**src/hw/bct_pkg.sv**
```systemverilog
// Constants, opcode patterns and types for the instruction timing block
//==================================================================
// Behaviour
// - External data moves: one byte, three cycles
// - Code byte reads: one byte, three cycles
// - Bank register moves with A 1, with direct or immediate 2; indirect moves 2
// - Pointer load immediate: three bytes, three cycles
// - Immediate or direct to direct: 3 bytes/cycles
// - Stack push and pop: two bytes, two cycles
// - Nibble exchange swaps low nibbles, 1 byte/2 cycles
// - Right rotates and nibble swap: one cycle
// - Carry ops 1 cycle; bit ops 2/2
// - Carry branch: two bytes, 2/3 cycles
// - Bit branch 3/4; test-clear clears set bit
// - Accumulator zero branch: two bytes, 2/3
// - Compare branch 3/4, indirect form 4/5
// - Decrement branch: register 2/3, direct 3/4
// - Short relative and indexed jump: three cycles
// - Page call/jump: 11-bit target, same page
// - Long call/jump: 16-bit target, 3 bytes/4
// - Relative offset signed, from next instruction
// - Register picks one of eight; pointer R0/R1
// - Direct below midpoint is RAM, else special
// - Unused opcode behaves exactly as no-op
// - Untaken branch is one cycle shorter
// - Status bits 3 and 4 select register bank
package bct_pkg;

  //==================================================================
  // Widths and fixed values
  localparam int DATA_W = 8;
  localparam int ADDR_W = 16;
  localparam int LEN_W = 2;
  localparam int CYC_W = 3;
  localparam int PAGE_W = 11;
  localparam int BANK_LO = 3;
  localparam int BANK_HI = 4;
  localparam int SEL_W = 3;
  localparam logic [ADDR_W-1:0] PC_RESET = 16'h0000;
  localparam logic [DATA_W-1:0] DIRECT_SPECIAL_BASE = 8'h80;
  localparam logic [DATA_W-1:0] DEC_LAST = 8'h01;
  localparam logic [DATA_W-1:0] ZERO_BYTE = 8'h00;

  //==================================================================
  // Lengths and cycle counts
  localparam logic [LEN_W-1:0] LEN_1 = 2'h1, LEN_2 = 2'h2, LEN_3 = 2'h3;
  localparam logic [CYC_W-1:0] CYC_FAST = 3'h1, CYC_IND = 3'h2;
  localparam logic [CYC_W-1:0] CYC_DIR = 3'h2, CYC_DIR3 = 3'h3;
  localparam logic [CYC_W-1:0] CYC_XMEM = 3'h3, CYC_CODE = 3'h3;
  localparam logic [CYC_W-1:0] CYC_IMM16 = 3'h3, CYC_STACK = 3'h2;
  localparam logic [CYC_W-1:0] CYC_BITOP = 3'h2, CYC_BR_C = 3'h2;
  localparam logic [CYC_W-1:0] CYC_BR_BIT = 3'h3, CYC_BR_ACC = 3'h2;
  localparam logic [CYC_W-1:0] CYC_CMP = 3'h3, CYC_CMP_IND = 3'h4;
  localparam logic [CYC_W-1:0] CYC_DEC_BANK = 3'h2, CYC_DEC_DIR = 3'h3;
  localparam logic [CYC_W-1:0] CYC_JUMP = 3'h3, CYC_LONG = 3'h4;
  localparam logic [CYC_W-1:0] CYC_RETURN = 3'h5, CYC_TAKEN_EXTRA = 3'h1;
  localparam logic [CYC_W-1:0] CNT_MAX = 3'h7, CNT_FIRST = 3'h1;

  //==================================================================
  // Opcode patterns
  localparam logic [7:0] OP_NOP = 8'h00, OP_UNUSED = 8'ha5;
  localparam logic [7:0] OP_ROT_R = 8'h03, OP_ROT_RC = 8'h13;
  localparam logic [7:0] OP_NIB_SWAP = 8'hc4, OP_A_FROM_DIR = 8'he5;
  localparam logic [7:0] OP_A_IMM = 8'h74, OP_DIR_FROM_A = 8'hf5;
  localparam logic [7:0] OP_EXCH_DIR = 8'hc5, OP_DIR_DIR = 8'h85;
  localparam logic [7:0] OP_DIR_IMM = 8'h75, OP_PTR_IMM = 8'h90;
  localparam logic [7:0] OP_CODE_DP = 8'h93, OP_CODE_PC = 8'h83;
  localparam logic [7:0] OP_EXT_RD_DP = 8'he0, OP_EXT_WR_DP = 8'hf0;
  localparam logic [7:0] OP_PUSH = 8'hc0, OP_POP = 8'hd0;
  localparam logic [7:0] OP_C_CLR = 8'hc3, OP_C_SET = 8'hd3;
  localparam logic [7:0] OP_C_INV = 8'hb3, OP_B_CLR = 8'hc2;
  localparam logic [7:0] OP_B_SET = 8'hd2, OP_B_INV = 8'hb2;
  localparam logic [7:0] OP_C_AND = 8'h82, OP_C_ANDN = 8'hb0;
  localparam logic [7:0] OP_C_OR = 8'h72, OP_C_ORN = 8'ha0;
  localparam logic [7:0] OP_C_LOAD = 8'ha2, OP_C_STORE = 8'h92;
  localparam logic [7:0] OP_BR_CS = 8'h40, OP_BR_CC = 8'h50;
  localparam logic [7:0] OP_BR_BS = 8'h20, OP_BR_BC = 8'h30;
  localparam logic [7:0] OP_BR_BTC = 8'h10, OP_LONG_CALL = 8'h12;
  localparam logic [7:0] OP_LONG_JMP = 8'h02, OP_SUB_RET = 8'h22;
  localparam logic [7:0] OP_INT_RET = 8'h32, OP_SHORT_JMP = 8'h80;
  localparam logic [7:0] OP_INDEX_JMP = 8'h73, OP_BR_AZ = 8'h60;
  localparam logic [7:0] OP_BR_ANZ = 8'h70, OP_CMP_DIR = 8'hb5;
  localparam logic [7:0] OP_CMP_IMM = 8'hb4, OP_DEC_DIR = 8'hd5;
  localparam logic [7:0] OP_PAGE_CALL = 8'b???1_0001;
  localparam logic [7:0] OP_PAGE_JMP = 8'b???0_0001;
  localparam logic [7:0] OP_A_FROM_BANK = 8'b1110_1???;
  localparam logic [7:0] OP_BANK_FROM_A = 8'b1111_1???;
  localparam logic [7:0] OP_EXCH_BANK = 8'b1100_1???;
  localparam logic [7:0] OP_BANK_FROM_DIR = 8'b1010_1???;
  localparam logic [7:0] OP_DIR_FROM_BANK = 8'b1000_1???;
  localparam logic [7:0] OP_BANK_IMM = 8'b0111_1???;
  localparam logic [7:0] OP_CMP_BANK = 8'b1011_1???;
  localparam logic [7:0] OP_DEC_BANK = 8'b1101_1???;
  localparam logic [7:0] OP_A_FROM_IND = 8'b1110_011?;
  localparam logic [7:0] OP_IND_FROM_A = 8'b1111_011?;
  localparam logic [7:0] OP_EXCH_IND = 8'b1100_011?;
  localparam logic [7:0] OP_NIB_EXCH = 8'b1101_011?;
  localparam logic [7:0] OP_DIR_FROM_IND = 8'b1000_011?;
  localparam logic [7:0] OP_IND_FROM_DIR = 8'b1010_011?;
  localparam logic [7:0] OP_IND_IMM = 8'b0111_011?;
  localparam logic [7:0] OP_CMP_IND = 8'b1011_011?;
  localparam logic [7:0] OP_EXT_RD_PTR = 8'b1110_001?;
  localparam logic [7:0] OP_EXT_WR_PTR = 8'b1111_001?;

  //==================================================================
  // Types
  typedef enum logic [3:0] {
    CND_NONE, CND_CARRY_SET, CND_CARRY_CLR, CND_BIT_SET, CND_BIT_CLR,
    CND_BIT_TCLR, CND_ACC_ZERO, CND_ACC_NZ, CND_CMP_NE, CND_DEC_NZ
  } bct_cond_type;
  typedef enum logic [2:0] {
    JMP_NONE, JMP_REL, JMP_PAGE, JMP_FULL, JMP_INDEX, JMP_STACK
  } bct_jump_type;
  typedef enum logic [2:0] {
    DM_NONE, DM_CODE_DP, DM_CODE_PC, DM_EXT_DP
  } bct_dmode_type;
  typedef struct packed {
    logic             known;
    logic [LEN_W-1:0] len;
    logic [CYC_W-1:0] cyc_nt;
    logic [CYC_W-1:0] cyc_tk;
    bct_cond_type     cond;
    bct_jump_type     jump;
    bct_dmode_type    dmode;
    logic             call;
    logic             has_direct;
    logic             bank_op;
    logic             ind_op;
    logic             nib_exch;
  } bct_dec_type;
endpackage

```
**src/hw/bct_dec_if.sv**
```systemverilog
// Opcode to decode-result carrier between sequencer and decoder
interface bct_dec_if;
  import bct_pkg::*;
  logic [7:0]  opcode;
  bct_dec_type dec;
  modport decoder (input opcode, output dec);
  modport user    (output opcode, input dec);
endinterface

```
**src/hw/bct_decode.sv**
```systemverilog
// Opcode decoder: length, cycle counts and operand kinds
module bct_decode (
  bct_dec_if.decoder dif
);
  import bct_pkg::*;

  //==================================================================
  // Opcode table
  always_comb begin
    bct_dec_type d;
    d = '0;
    d.known = 1'b1;
    d.len = LEN_1;
    d.cyc_nt = CYC_FAST;
    d.cond = CND_NONE;
    d.jump = JMP_NONE;
    d.dmode = DM_NONE;
    unique casez (dif.opcode)
      OP_NOP, OP_UNUSED: d.cyc_nt = CYC_FAST;
      OP_ROT_R, OP_ROT_RC, OP_NIB_SWAP: d.cyc_nt = CYC_FAST;
      OP_C_CLR, OP_C_SET, OP_C_INV: d.cyc_nt = CYC_FAST;
      OP_A_FROM_BANK, OP_BANK_FROM_A, OP_EXCH_BANK: begin
        d.bank_op = 1'b1;
      end
      OP_A_FROM_IND, OP_IND_FROM_A, OP_EXCH_IND: begin
        d.cyc_nt = CYC_IND;
        d.ind_op = 1'b1;
      end
      OP_NIB_EXCH: begin
        d.cyc_nt = CYC_IND;
        d.ind_op = 1'b1;
        d.nib_exch = 1'b1;
      end
      OP_A_FROM_DIR, OP_DIR_FROM_A, OP_EXCH_DIR, OP_PUSH, OP_POP: begin
        d.len = LEN_2;
        d.cyc_nt = CYC_STACK;
        d.has_direct = 1'b1;
      end
      OP_A_IMM: begin
        d.len = LEN_2;
        d.cyc_nt = CYC_DIR;
      end
      OP_BANK_FROM_DIR, OP_DIR_FROM_BANK, OP_BANK_IMM: begin
        d.len = LEN_2;
        d.cyc_nt = CYC_DIR;
        d.bank_op = 1'b1;
        d.has_direct = (dif.opcode[7:3] != OP_BANK_IMM[7:3]);
      end
      OP_DIR_FROM_IND, OP_IND_FROM_DIR, OP_IND_IMM: begin
        d.len = LEN_2;
        d.cyc_nt = CYC_DIR;
        d.ind_op = 1'b1;
        d.has_direct = (dif.opcode[6:4] != OP_IND_IMM[6:4]);
      end
      OP_DIR_DIR, OP_DIR_IMM: begin
        d.len = LEN_3;
        d.cyc_nt = CYC_DIR3;
        d.has_direct = 1'b1;
      end
      OP_PTR_IMM: begin
        d.len = LEN_3;
        d.cyc_nt = CYC_IMM16;
      end
      OP_CODE_DP: begin
        d.cyc_nt = CYC_CODE;
        d.dmode = DM_CODE_DP;
      end
      OP_CODE_PC: begin
        d.cyc_nt = CYC_CODE;
        d.dmode = DM_CODE_PC;
      end
      OP_EXT_RD_PTR, OP_EXT_WR_PTR: begin
        d.cyc_nt = CYC_XMEM;
        d.ind_op = 1'b1;
      end
      OP_EXT_RD_DP, OP_EXT_WR_DP: begin
        d.cyc_nt = CYC_XMEM;
        d.dmode = DM_EXT_DP;
      end
      OP_B_CLR, OP_B_SET, OP_B_INV, OP_C_AND, OP_C_ANDN, OP_C_OR,
      OP_C_ORN, OP_C_LOAD, OP_C_STORE: begin
        d.len = LEN_2;
        d.cyc_nt = CYC_BITOP;
      end
      OP_BR_CS, OP_BR_CC: begin
        d.len = LEN_2;
        d.cyc_nt = CYC_BR_C;
        d.jump = JMP_REL;
        d.cond = dif.opcode[4] ? CND_CARRY_CLR : CND_CARRY_SET;
      end
      OP_BR_BS, OP_BR_BC, OP_BR_BTC: begin
        d.len = LEN_3;
        d.cyc_nt = CYC_BR_BIT;
        d.jump = JMP_REL;
        d.cond = (dif.opcode == OP_BR_BS) ? CND_BIT_SET :
                 (dif.opcode == OP_BR_BC) ? CND_BIT_CLR : CND_BIT_TCLR;
      end
      OP_BR_AZ, OP_BR_ANZ: begin
        d.len = LEN_2;
        d.cyc_nt = CYC_BR_ACC;
        d.jump = JMP_REL;
        d.cond = dif.opcode[4] ? CND_ACC_NZ : CND_ACC_ZERO;
      end
      OP_CMP_DIR, OP_CMP_IMM, OP_CMP_BANK, OP_CMP_IND: begin
        d.len = LEN_3;
        d.cyc_nt = (dif.opcode[3:1] == OP_CMP_IND[3:1]) ?
                   CYC_CMP_IND : CYC_CMP;
        d.jump = JMP_REL;
        d.cond = CND_CMP_NE;
        d.has_direct = (dif.opcode == OP_CMP_DIR);
        d.bank_op = dif.opcode[3];
        d.ind_op = (dif.opcode[3:1] == OP_CMP_IND[3:1]);
      end
      OP_DEC_BANK: begin
        d.len = LEN_2;
        d.cyc_nt = CYC_DEC_BANK;
        d.jump = JMP_REL;
        d.cond = CND_DEC_NZ;
        d.bank_op = 1'b1;
      end
      OP_DEC_DIR: begin
        d.len = LEN_3;
        d.cyc_nt = CYC_DEC_DIR;
        d.jump = JMP_REL;
        d.cond = CND_DEC_NZ;
        d.has_direct = 1'b1;
      end
      OP_SHORT_JMP: begin
        d.len = LEN_2;
        d.cyc_nt = CYC_JUMP;
        d.jump = JMP_REL;
      end
      OP_INDEX_JMP: begin
        d.cyc_nt = CYC_JUMP;
        d.jump = JMP_INDEX;
      end
      OP_PAGE_CALL, OP_PAGE_JMP: begin
        d.len = LEN_2;
        d.cyc_nt = CYC_JUMP;
        d.jump = JMP_PAGE;
        d.call = dif.opcode[4];
      end
      OP_LONG_CALL, OP_LONG_JMP: begin
        d.len = LEN_3;
        d.cyc_nt = CYC_LONG;
        d.jump = JMP_FULL;
        d.call = dif.opcode[4];
      end
      OP_SUB_RET, OP_INT_RET: begin
        d.cyc_nt = CYC_RETURN;
        d.jump = JMP_STACK;
      end
      default: d.known = 1'b0;
    endcase
    d.cyc_tk = (d.cond == CND_NONE) ? d.cyc_nt :
               d.cyc_nt + CYC_TAKEN_EXTRA;
    dif.dec = d;
  end

endmodule

```
**src/hw/bct_core_timing.sv**
```systemverilog
// Fetch sequencer: collects instruction bytes and paces execution
module bct_core_timing (
  input  wire logic                      clk_sys,
  input  wire logic                      rst_n,
  input  wire logic                      code_valid,
  input  wire logic [bct_pkg::DATA_W-1:0] code_byte,
  input  wire logic [bct_pkg::DATA_W-1:0] program_status_word,
  input  wire logic [bct_pkg::DATA_W-1:0] acc,
  input  wire logic [bct_pkg::ADDR_W-1:0] data_pointer_16,
  input  wire logic                      carry,
  input  wire logic                      bit_value,
  input  wire logic [bct_pkg::DATA_W-1:0] cmp_value,
  input  wire logic [bct_pkg::DATA_W-1:0] dec_value,
  input  wire logic [bct_pkg::DATA_W-1:0] ram_value,
  input  wire logic [bct_pkg::ADDR_W-1:0] stack_target,
  output logic                           code_ready,
  output logic                           instr_done,
  output logic                           instr_known,
  output logic [bct_pkg::LEN_W-1:0]      instr_len,
  output logic [bct_pkg::CYC_W-1:0]      instr_cycles,
  output logic                           branch_taken,
  output logic [bct_pkg::ADDR_W-1:0]     next_pc,
  output logic [bct_pkg::ADDR_W-1:0]     link_addr,
  output logic                           call_push,
  output logic [bct_pkg::DATA_W-1:0]     bank_addr,
  output logic [bct_pkg::DATA_W-1:0]     ind_addr,
  output logic                           direct_is_special,
  output logic                           bit_clear,
  output logic [bct_pkg::ADDR_W-1:0]     data_addr,
  output logic [bct_pkg::DATA_W-1:0]     exch_acc,
  output logic [bct_pkg::DATA_W-1:0]     exch_ram
);
  import bct_pkg::*;

  //==================================================================
  // State
  typedef enum logic [1:0] {ST_FETCH, ST_OPER, ST_EXEC} bct_st_type;

  typedef struct packed {
    bct_st_type        st;
    logic [7:0]        opcode;
    logic [DATA_W-1:0] op1;
    logic [LEN_W-1:0]  left;
    logic [CYC_W-1:0]  cnt;
    logic [CYC_W-1:0]  req;
    logic [ADDR_W-1:0] pc;
    logic              code_ready;
    logic              done;
    logic              known;
    logic [LEN_W-1:0]  len;
    logic [CYC_W-1:0]  cycles;
    logic              taken;
    logic [ADDR_W-1:0] next_pc;
    logic [ADDR_W-1:0] link;
    logic              call;
    logic [DATA_W-1:0] bank;
    logic [DATA_W-1:0] ind;
    logic              special;
    logic              bit_clear;
    logic [ADDR_W-1:0] daddr;
    logic [DATA_W-1:0] xacc;
    logic [DATA_W-1:0] xram;
  } bct_state_type;

  bct_state_type s_q;
  bct_state_type s_d;

  //==================================================================
  // Decoder
  bct_dec_if dif ();

  assign dif.opcode = (s_q.st == ST_FETCH) ? code_byte : s_q.opcode;

  bct_decode u_decode (
    .dif (dif)
  );

  //==================================================================
  // Next state
  always_comb begin
    bct_state_type     n;
    bct_dec_type       d;
    logic              fin;
    logic              cmpl;
    logic              tk;
    logic [DATA_W-1:0] last;
    logic [DATA_W-1:0] op1;
    logic [ADDR_W-1:0] pc_after;
    logic [ADDR_W-1:0] target;
    logic [1:0]        bank_sel;
    n = s_q;
    d = dif.dec;
    fin = 1'b0;
    cmpl = 1'b0;
    tk = 1'b0;
    last = code_byte;
    op1 = (d.len == LEN_3) ? s_q.op1 : code_byte;
    pc_after = s_q.pc + {{(ADDR_W-LEN_W){1'b0}}, d.len};
    target = pc_after;
    bank_sel = program_status_word[BANK_HI:BANK_LO];
    n.done = 1'b0;
    n.call = 1'b0;
    n.bit_clear = 1'b0;

    unique case (s_q.st)
      ST_FETCH: begin
        if (code_valid) begin
          n.opcode = code_byte;
          n.cnt = CNT_FIRST;
          n.left = d.len - LEN_1;
          if (d.len == LEN_1) begin
            fin = 1'b1;
          end else begin
            n.st = ST_OPER;
          end
        end
      end
      ST_OPER: begin
        n.cnt = (s_q.cnt == CNT_MAX) ? s_q.cnt : s_q.cnt + 3'h1;
        if (code_valid) begin
          n.left = s_q.left - LEN_1;
          if (s_q.left == LEN_2) begin
            n.op1 = code_byte;
          end
          if (s_q.left == LEN_1) begin
            fin = 1'b1;
          end
        end
      end
      ST_EXEC: begin
        n.cnt = (s_q.cnt == CNT_MAX) ? s_q.cnt : s_q.cnt + 3'h1;
        if (n.cnt >= s_q.req) begin
          cmpl = 1'b1;
        end
      end
    endcase

    if (fin) begin
      unique case (d.cond)
        CND_NONE:      tk = 1'b1;
        CND_CARRY_SET: tk = carry;
        CND_CARRY_CLR: tk = !carry;
        CND_BIT_SET:   tk = bit_value;
        CND_BIT_TCLR:  tk = bit_value;
        CND_BIT_CLR:   tk = !bit_value;
        CND_ACC_ZERO:  tk = (acc == ZERO_BYTE);
        CND_ACC_NZ:    tk = (acc != ZERO_BYTE);
        CND_CMP_NE: begin
          tk = d.has_direct ? (acc != cmp_value) :
               (cmp_value != op1);
        end
        CND_DEC_NZ:    tk = (dec_value != DEC_LAST);
      endcase
      unique case (d.jump)
        JMP_NONE:  target = pc_after;
        JMP_REL: begin
          target = pc_after +
                   {{(ADDR_W-DATA_W){last[DATA_W-1]}}, last};
        end
        JMP_PAGE: begin
          target = {pc_after[ADDR_W-1:PAGE_W], s_q.opcode[7:5],
                    last};
        end
        JMP_FULL:  target = {op1, last};
        JMP_INDEX: begin
          target = data_pointer_16 +
                   {{(ADDR_W-DATA_W){1'b0}}, acc};
        end
        JMP_STACK: target = stack_target;
        default:   target = pc_after;
      endcase
      n.taken = tk && (d.jump != JMP_NONE);
      n.next_pc = (tk && (d.jump != JMP_NONE)) ? target : pc_after;
      n.req = tk ? d.cyc_tk : d.cyc_nt;
      n.cycles = n.req;
      n.len = d.len;
      n.known = d.known;
      n.link = pc_after;
      n.call = d.call;
      n.bank = d.bank_op ?
               {3'h0, bank_sel, dif.opcode[SEL_W-1:0]} : ZERO_BYTE;
      n.ind = d.ind_op ?
              {3'h0, bank_sel, 2'h0, dif.opcode[0]} : ZERO_BYTE;
      n.special = d.has_direct &&
                  (op1 >= DIRECT_SPECIAL_BASE);
      n.bit_clear = (d.cond == CND_BIT_TCLR) && bit_value;
      unique case (d.dmode)
        DM_CODE_DP: begin
          n.daddr = data_pointer_16 +
                    {{(ADDR_W-DATA_W){1'b0}}, acc};
        end
        DM_CODE_PC: begin
          n.daddr = pc_after +
                    {{(ADDR_W-DATA_W){1'b0}}, acc};
        end
        DM_EXT_DP:  n.daddr = data_pointer_16;
        default:    n.daddr = {ADDR_W{1'b0}};
      endcase
      if (d.nib_exch) begin
        n.xacc = {acc[7:4], ram_value[3:0]};
        n.xram = {ram_value[7:4], acc[3:0]};
      end
      if (n.cnt >= n.req) begin
        cmpl = 1'b1;
      end else begin
        n.st = ST_EXEC;
      end
    end

    if (cmpl) begin
      n.st = ST_FETCH;
      n.done = 1'b1;
      n.pc = n.next_pc;
    end
    n.code_ready = (n.st != ST_EXEC);
    s_d = n;
  end

  //==================================================================
  // Registers
  always_ff @(posedge clk_sys) begin
    if (!rst_n) begin
      s_q <= '0;
      s_q.st <= ST_FETCH;
      s_q.pc <= PC_RESET;
      s_q.next_pc <= PC_RESET;
      s_q.code_ready <= 1'b1;
    end else begin
      s_q <= s_d;
    end
  end

  //==================================================================
  // Outputs
  assign code_ready = s_q.code_ready;
  assign instr_done = s_q.done;
  assign instr_known = s_q.known;
  assign instr_len = s_q.len;
  assign instr_cycles = s_q.cycles;
  assign branch_taken = s_q.taken;
  assign next_pc = s_q.next_pc;
  assign link_addr = s_q.link;
  assign call_push = s_q.call;
  assign bank_addr = s_q.bank;
  assign ind_addr = s_q.ind;
  assign direct_is_special = s_q.special;
  assign bit_clear = s_q.bit_clear;
  assign data_addr = s_q.daddr;
  assign exch_acc = s_q.xacc;
  assign exch_ram = s_q.xram;

endmodule

```
**config.mk**
```make
export PLATFORM = sky130hd
export DESIGN_NAME = bct_core_timing
export DESIGN_NICKNAME = d
export VERILOG_FILES = /design/src/hw/bct_pkg.sv /design/src/hw/bct_dec_if.sv /design/src/hw/bct_decode.sv /design/src/hw/bct_core_timing.sv
export SDC_FILE = /design/constraint.sdc
export NUM_CORES = 1
export LEC_CHECK = 0
export ABC_CLOCK_PERIOD_IN_PS = 5800
export BUFFER_PORTS_ARGS = -buffer_cell sky130_fd_sc_hd__buf_2
export CORE_MARGIN = 3
export CORE_UTILIZATION = 45
export CTS_CLUSTER_SIZE = 10
export DETAILED_ROUTE_END_ITERATION = 6
export PLACE_DENSITY_LB_ADDON = 0.1
export RECOVER_POWER = 25
export SETUP_SLACK_MARGIN = 0.5
export SYNTH_ARGS = -nofsm -noshare
export SYNTH_HDL_FRONTEND = slang
export SYNTH_SLANG_ARGS = --single-unit
```
**constraint.sdc**
```tcl
create_clock -name clk_sys -period 5.8 [get_ports clk_sys]
set_input_delay 0.87 -clock clk_sys [delete_from_list [all_inputs] [get_ports clk_sys]]
set_output_delay 0.87 -clock clk_sys [all_outputs]
set_load 0.02 [all_outputs]
```
======== Yosys cells after proc, flatten, opt, wreduce, memory -nomap -nowiden ========
Index checks and enable logic that the tools add are counted.
word-level totals
  register bits ........................... 131
  bits of input ports ..................... 85
  output and inout bits ................... 92
  word-level logic and storage cells ...... 223
operators by class
  $add $sub $neg .......................... 8
  $lt $le $gt $ge ......................... 3
  eq/ne operators ......................... 98
  mux-type cells .......................... 51
  reductions and logical operators ........ 41
operator list
  kind                                           number
  == test 8 bit, second input constant           28
  two-way mux 83 bit                             1
  one-hot mux 16 bit (5 select lines)            1
  OR reduction 66 bit                            1
  == test 8 x 7 -> 1 bit, second input constant  8
  == test 7 bit, second input constant           9
  one-hot mux 16 bit (3 select lines)            1
  == test 5 bit, second input constant           8
  adder 16 x 8 -> 16 bit                         2
  == test 8 x 6 -> 1 bit, second input constant  4
  two-way mux 16 bit                             2
  one-hot mux 3 bit (5 select lines)             2
  OR reduction 30 bit                            1
  OR reduction 29 bit                            1
  == test 8 x 5 -> 1 bit, second input constant  3
  two-way mux 10 bit                             2
  one-hot mux 4 bit (5 select lines)             1
  OR reduction 2 bit                             9
  OR reduction 17 bit                            1
  adder 16 bit                                   1
  adder 16 x 2 -> 16 bit                         1
  == test 4 x 3 -> 1 bit, second input constant  4
  == test 8 x 2 -> 1 bit, second input constant  2
  zero test 8 bit                                2
  48 further kinds                               106

======== Longest topological paths before layout ========
  depth after elaboration ................. 17
  mapped depth ............................ 28
  depth with buffers taken out ............ 25

======== Modules after synthesis ========
A second synthesis with hierarchy kept.
unflattened totals
  cells, all modules ...................... 1328
  area total of the unflattened synthesis .. 10244.8 um^2
by module, submodules not included
  module           times used  cells an instance  area an instance (um^2)  sequential area each (um^2)
  bct_core_timing  1           1157               9117.5                   2462.4
  bct_decode       1           171                1127.3                   0.0

======== Worst setup path before layout ========
OpenSTA, ideal clock, no wires.
  kind .................................... input port to flip-flop
  from .................................... input port code_byte[4] (netlist name)
  to ...................................... register s_q[107] (netlist name)
  library setup time ...................... 74 ps
  data arrival time ....................... 5959 ps
  required time ........................... 5726 ps
  slack ................................... -233 ps
  stages .................................. 25
  buffers on the path ..................... 2
  path through ............................ buf_2 -> mux2_4 -> buf_2 -> o211ai_1 -> a2111oi_0 -> a2111oi_0 -> and4_1 -> ha_1 -> inv_1 -> fa_1 -> nand3b_1 -> nor2b_1 -> xnor2_1 -> inv_1 -> ha_1 -> and3_1 -> a21oi_1 -> o21ai_0 -> o211ai_1 -> o21ai_0 -> or4_1 -> a21oi_1 -> o21ai_0 -> mux2_2 -> a31oi_1
RTL lines
  what                RTL line               source
  start: declaration  bct_core_timing.sv:6   input wire logic [bct_pkg::DATA_W-1:0] code_byte,
  end: declaration    bct_core_timing.sv:65  bct_state_type s_q;

==> qor.csv <==
stage;metric;value;unit
status;outcome;finished with violations;
status;failing checks;capacitance limit, slew limit;
sta;Setup-failing EPs final;0;
global_routing;initial antenna violation count;3;
logic_synthesis;register area share after synthesis;25.0;%
worst_setup_path;Crit path depth;25;
clocking;CTS Sinks;123;
sta;Rel. slew slack;-25.9;%
sta;min Tclk post-route;5.57;ns
layout;Final Cell Area;12700;um2
layout;area grow syn2layout;29.2;%
logic_synthesis;Mapped Area;9860;um2
sta;Setup Total Neg Slack;0;ns
logic_synthesis;asr flop ratio synth;0;%
route;1st-iter DRT viols;886;
place;routability cong.;0.976;
power_and_ir_drop;P_int;3.23;mW
route;Pre-antenna DRT Iters;5;
logic_synthesis;Yosys Warn Count;0;
clocking;Worst-path clk slew;0.07;ns
logic_synthesis;synthesis-stage register bit count;123;
worst_setup_path;CP endpoint kind;register;
layout;FILL cells;1972;
layout;final net count;1627;
place;IO Port Bufs;162;
sta;post-route clock period utilization;96.0;%
sta;Hold Fails Final Rpt;0;
sta;RSZ-0062 raised after global routing;true;
power_and_ir_drop;switching share of total power;44.6;%
global_routing;gr usage total;28.6;%
clocking;CTS tree;built;
floorplan;die height;154;um
floorplan;die width;154;um
sta;Slew Viols, Final;37;
clocking;# hold bufs at CTS;0;
power_and_ir_drop;Max rail drop VDD;0.348;mV
logic_synthesis;Synth cell types;93;
job;Max Cap Viol;1;
logic_synthesis;Syn Inst Count;1248;
clocking;CTS max path bufs;2;
sta;worst slew pin tran;1.89;ns
power_and_ir_drop;final total power;5.82;mW
floorplan;I/O pin cnt;177;
power_and_ir_drop;sw power;2.59;mW
floorplan;die area;23700;um2
floorplan;CORE AREA;21300;um2
route;Avg Vias per Cell;5.69;
worst_setup_path;Bufs and invs on worst path;3;
clocking;Clock Latency Late Sink;0.44;ns
place;Area after DPL;11500;um2
place;post-place setup slack;-0.195;ns
route;drt wl/cell;20.0;um
worst_setup_path;CP max stage cell;or4_1;
power_and_ir_drop;Comb pwr share;62.5;%
route;Post-Route WL;35600;um
worst_setup_path;CP Max Fanout;7;
layout;layout cells sized above 1;31.3;%
clocking;H-tree depth;4;
global_routing;number of global-route vias before repair;9518;
route;DRC Markers;0;
worst_setup_path;Top delay family on crit path;compound AO/OA/AOI/OAI gates;
route;DR vias;10100;
worst_setup_path;Reg2Reg Depth;25;
route;Antenna Nets Post-Route;0;
hold_path;worst hold path class;reg2reg;
layout;Ant. Diodes;0;
clocking;cts bufs inserted;17;
power_and_ir_drop;Lkg Pwr;5.62;nW
power_and_ir_drop;Power per Cell Area;457;nW/um2
sta;f_max;0.180;GHz
power_and_ir_drop;sequential share of power;19.0;%
hold_path;WHS Path Cells;2;
worst_setup_path;WS Path Type;reg2reg;
worst_setup_path;Worst Path Arrival;5.94;ns
sta;Max Clock Skew;0.0110;ns
logic_synthesis;Avg Cell Area, Syn;7.90;um2
worst_setup_path;Critical Path RT;6.17;ns
floorplan;initial core utilization;46.3;%
logic_synthesis;Post-synth EDFFs;0;
sta;Setup WS post-layout;0.230;ns
floorplan;row count;53;
global_routing;Remaining Overflow, GRT;0;
place;Final HPWL DP;27200;um
global_routing;first-pass GRT wire length;53700;um
global_routing;largest net degree at the start of global routing;72;
logic_synthesis;dominant synthesized flop cell;dfxtp_1;
clocking;Root Driver;clkbuf_16;
worst_setup_path;Setup crit start kind;register;
power_and_ir_drop;Clk pwr share;18.5;%
worst_setup_path;largest incremental delay on the critical path;0.50;ns
tightest hold or removal path, delay by kind of cell, from the launching register on:
family,cells,cell delay (ns)
DFF,1,0.32
AOI/OAI and AO/OA,1,0.05
and+or+nand+nor,1,0.04
per-stage QoR:
stage	hold WS, ns	util [%]	std cells
2_1_floorplan	0.426	-	1255
3_3_place_gp	0.430	54.2	1711
3_5_place_dp	0.438	54.2	1711
4_1_cts	0.453	58.1	1751
5_1_grt	0.473	59.8	1777
6_report	0.451	59.8	1777
cell usage after synthesis (all sizes together) (9+ instances only):
cell type	instances	area (um2)
and3	11	68.8
ha	49	613
xor2	19	166
o211ai	14	105
nor2	110	420
nand3	34	170
xnor2	46	403
clkbuf	32	120
nand2	142	541
a211oi	11	92.6
a222oi	16	160
a21oi	89	464
a221oi	11	109
dfxtp	123	2460
o31ai	9	67.6
mux2i	36	393
o21ai	72	364
inv	53	199
nand2b	10	62.6
nand4	14	93.8
a31oi	23	144
a21o	14	105
buf	115	822
mux2	13	154
o21a	14	105
nor4	15	134
nor3	27	156
or3	10	62.6
metal layers:
metal	wire length (um)	vias up	track usage [%]
li1	-	4920	-
met1	16200	4715	40.6
met2	15500	419	43.7
met3	3070	47	6.28
met4	800	6	8.41
met5	36	-	0
power groups by stage:
stage                     Clock, mW  Sequential (mW)  Combinational (mW)
final                          1.08             1.10                3.64
after global routing           1.13             1.12                3.94
after CTS                      1.09             1.10                3.38
after detailed placement          0             1.11                3.23
after global placement            0             1.11                3.20
after floorplan                   0             1.10                2.11
flip-flops by register name, indices dropped and copies added, names as in the netlist, 2 cells and up:
name	flops
ind_addr	3
link_addr	16
exch_acc	8
bank_addr	5
instr_len	2
next_pc	16
s_q	39
instr_cycles	3
data_addr	16
exch_ram	8
path summary, 6_finish.rpt:
kind | startpoint | to | slack (ns)
hold reg to reg | bank_addr[4] | bank_addr[4] | 0.45
setup / recovery | s_q[132] | s_q[107] | 0.23
setup reg to reg | s_q[132] | s_q[107] | 0.23
hold / removal | bank_addr[4] | bank_addr[4] | 0.45
repair_timing:
action / 4_1_cts / 5_1_grt
gates cloned: 1 / 0
setup endpoints to repair: 33 / 33
resized for setup: 42 / 46
pin swaps: 25 / 55
setup buffers: 7 / 26
final cells by class:
class	count	area, um2	share of cell area, %
well taps	275	344	2.70
inverters	53	199	1.56
multi-input cells	932	6770	53.1
clock inverters	15	155	1.22
flip-flops and latches	123	2460	19.4
clock buffers	17	425	3.34
repair buffers	362	2380	18.7
layout by cell type, fill, tap and decap left out, types with 13 or more instances in the layout:
cell type,count
buf_4,181
nand2_1,136
dfxtp_1,121
buf_2,112
nor2_1,104
a21oi_1,77
o21ai_0,60
clkbuf_1,50
inv_1,47
ha_1,40
xnor2_1,38
nand3_1,32
mux2i_1,32
a31oi_1,22
nor3_1,21
xor2_1,19
clkbuf_16,17
a222oi_1,16
a21o_1,14
o211ai_1,14
o21a_1,14
nand4_1,13
buf_6,13
cells by family after synthesis:
group / count (synthesis) / synth area share [%]
simple gates: 417 / 21.0
compound gates: 339 / 23.8
buf+inv: 200 / 11.6
flops: 123 / 25.0
xor+xnor: 66 / 6.00
fa+ha+maj: 53 / 7.03
mux: 49 / 5.55
other cells: 1 / 0.0380
(Power assumes the default switching activity.)
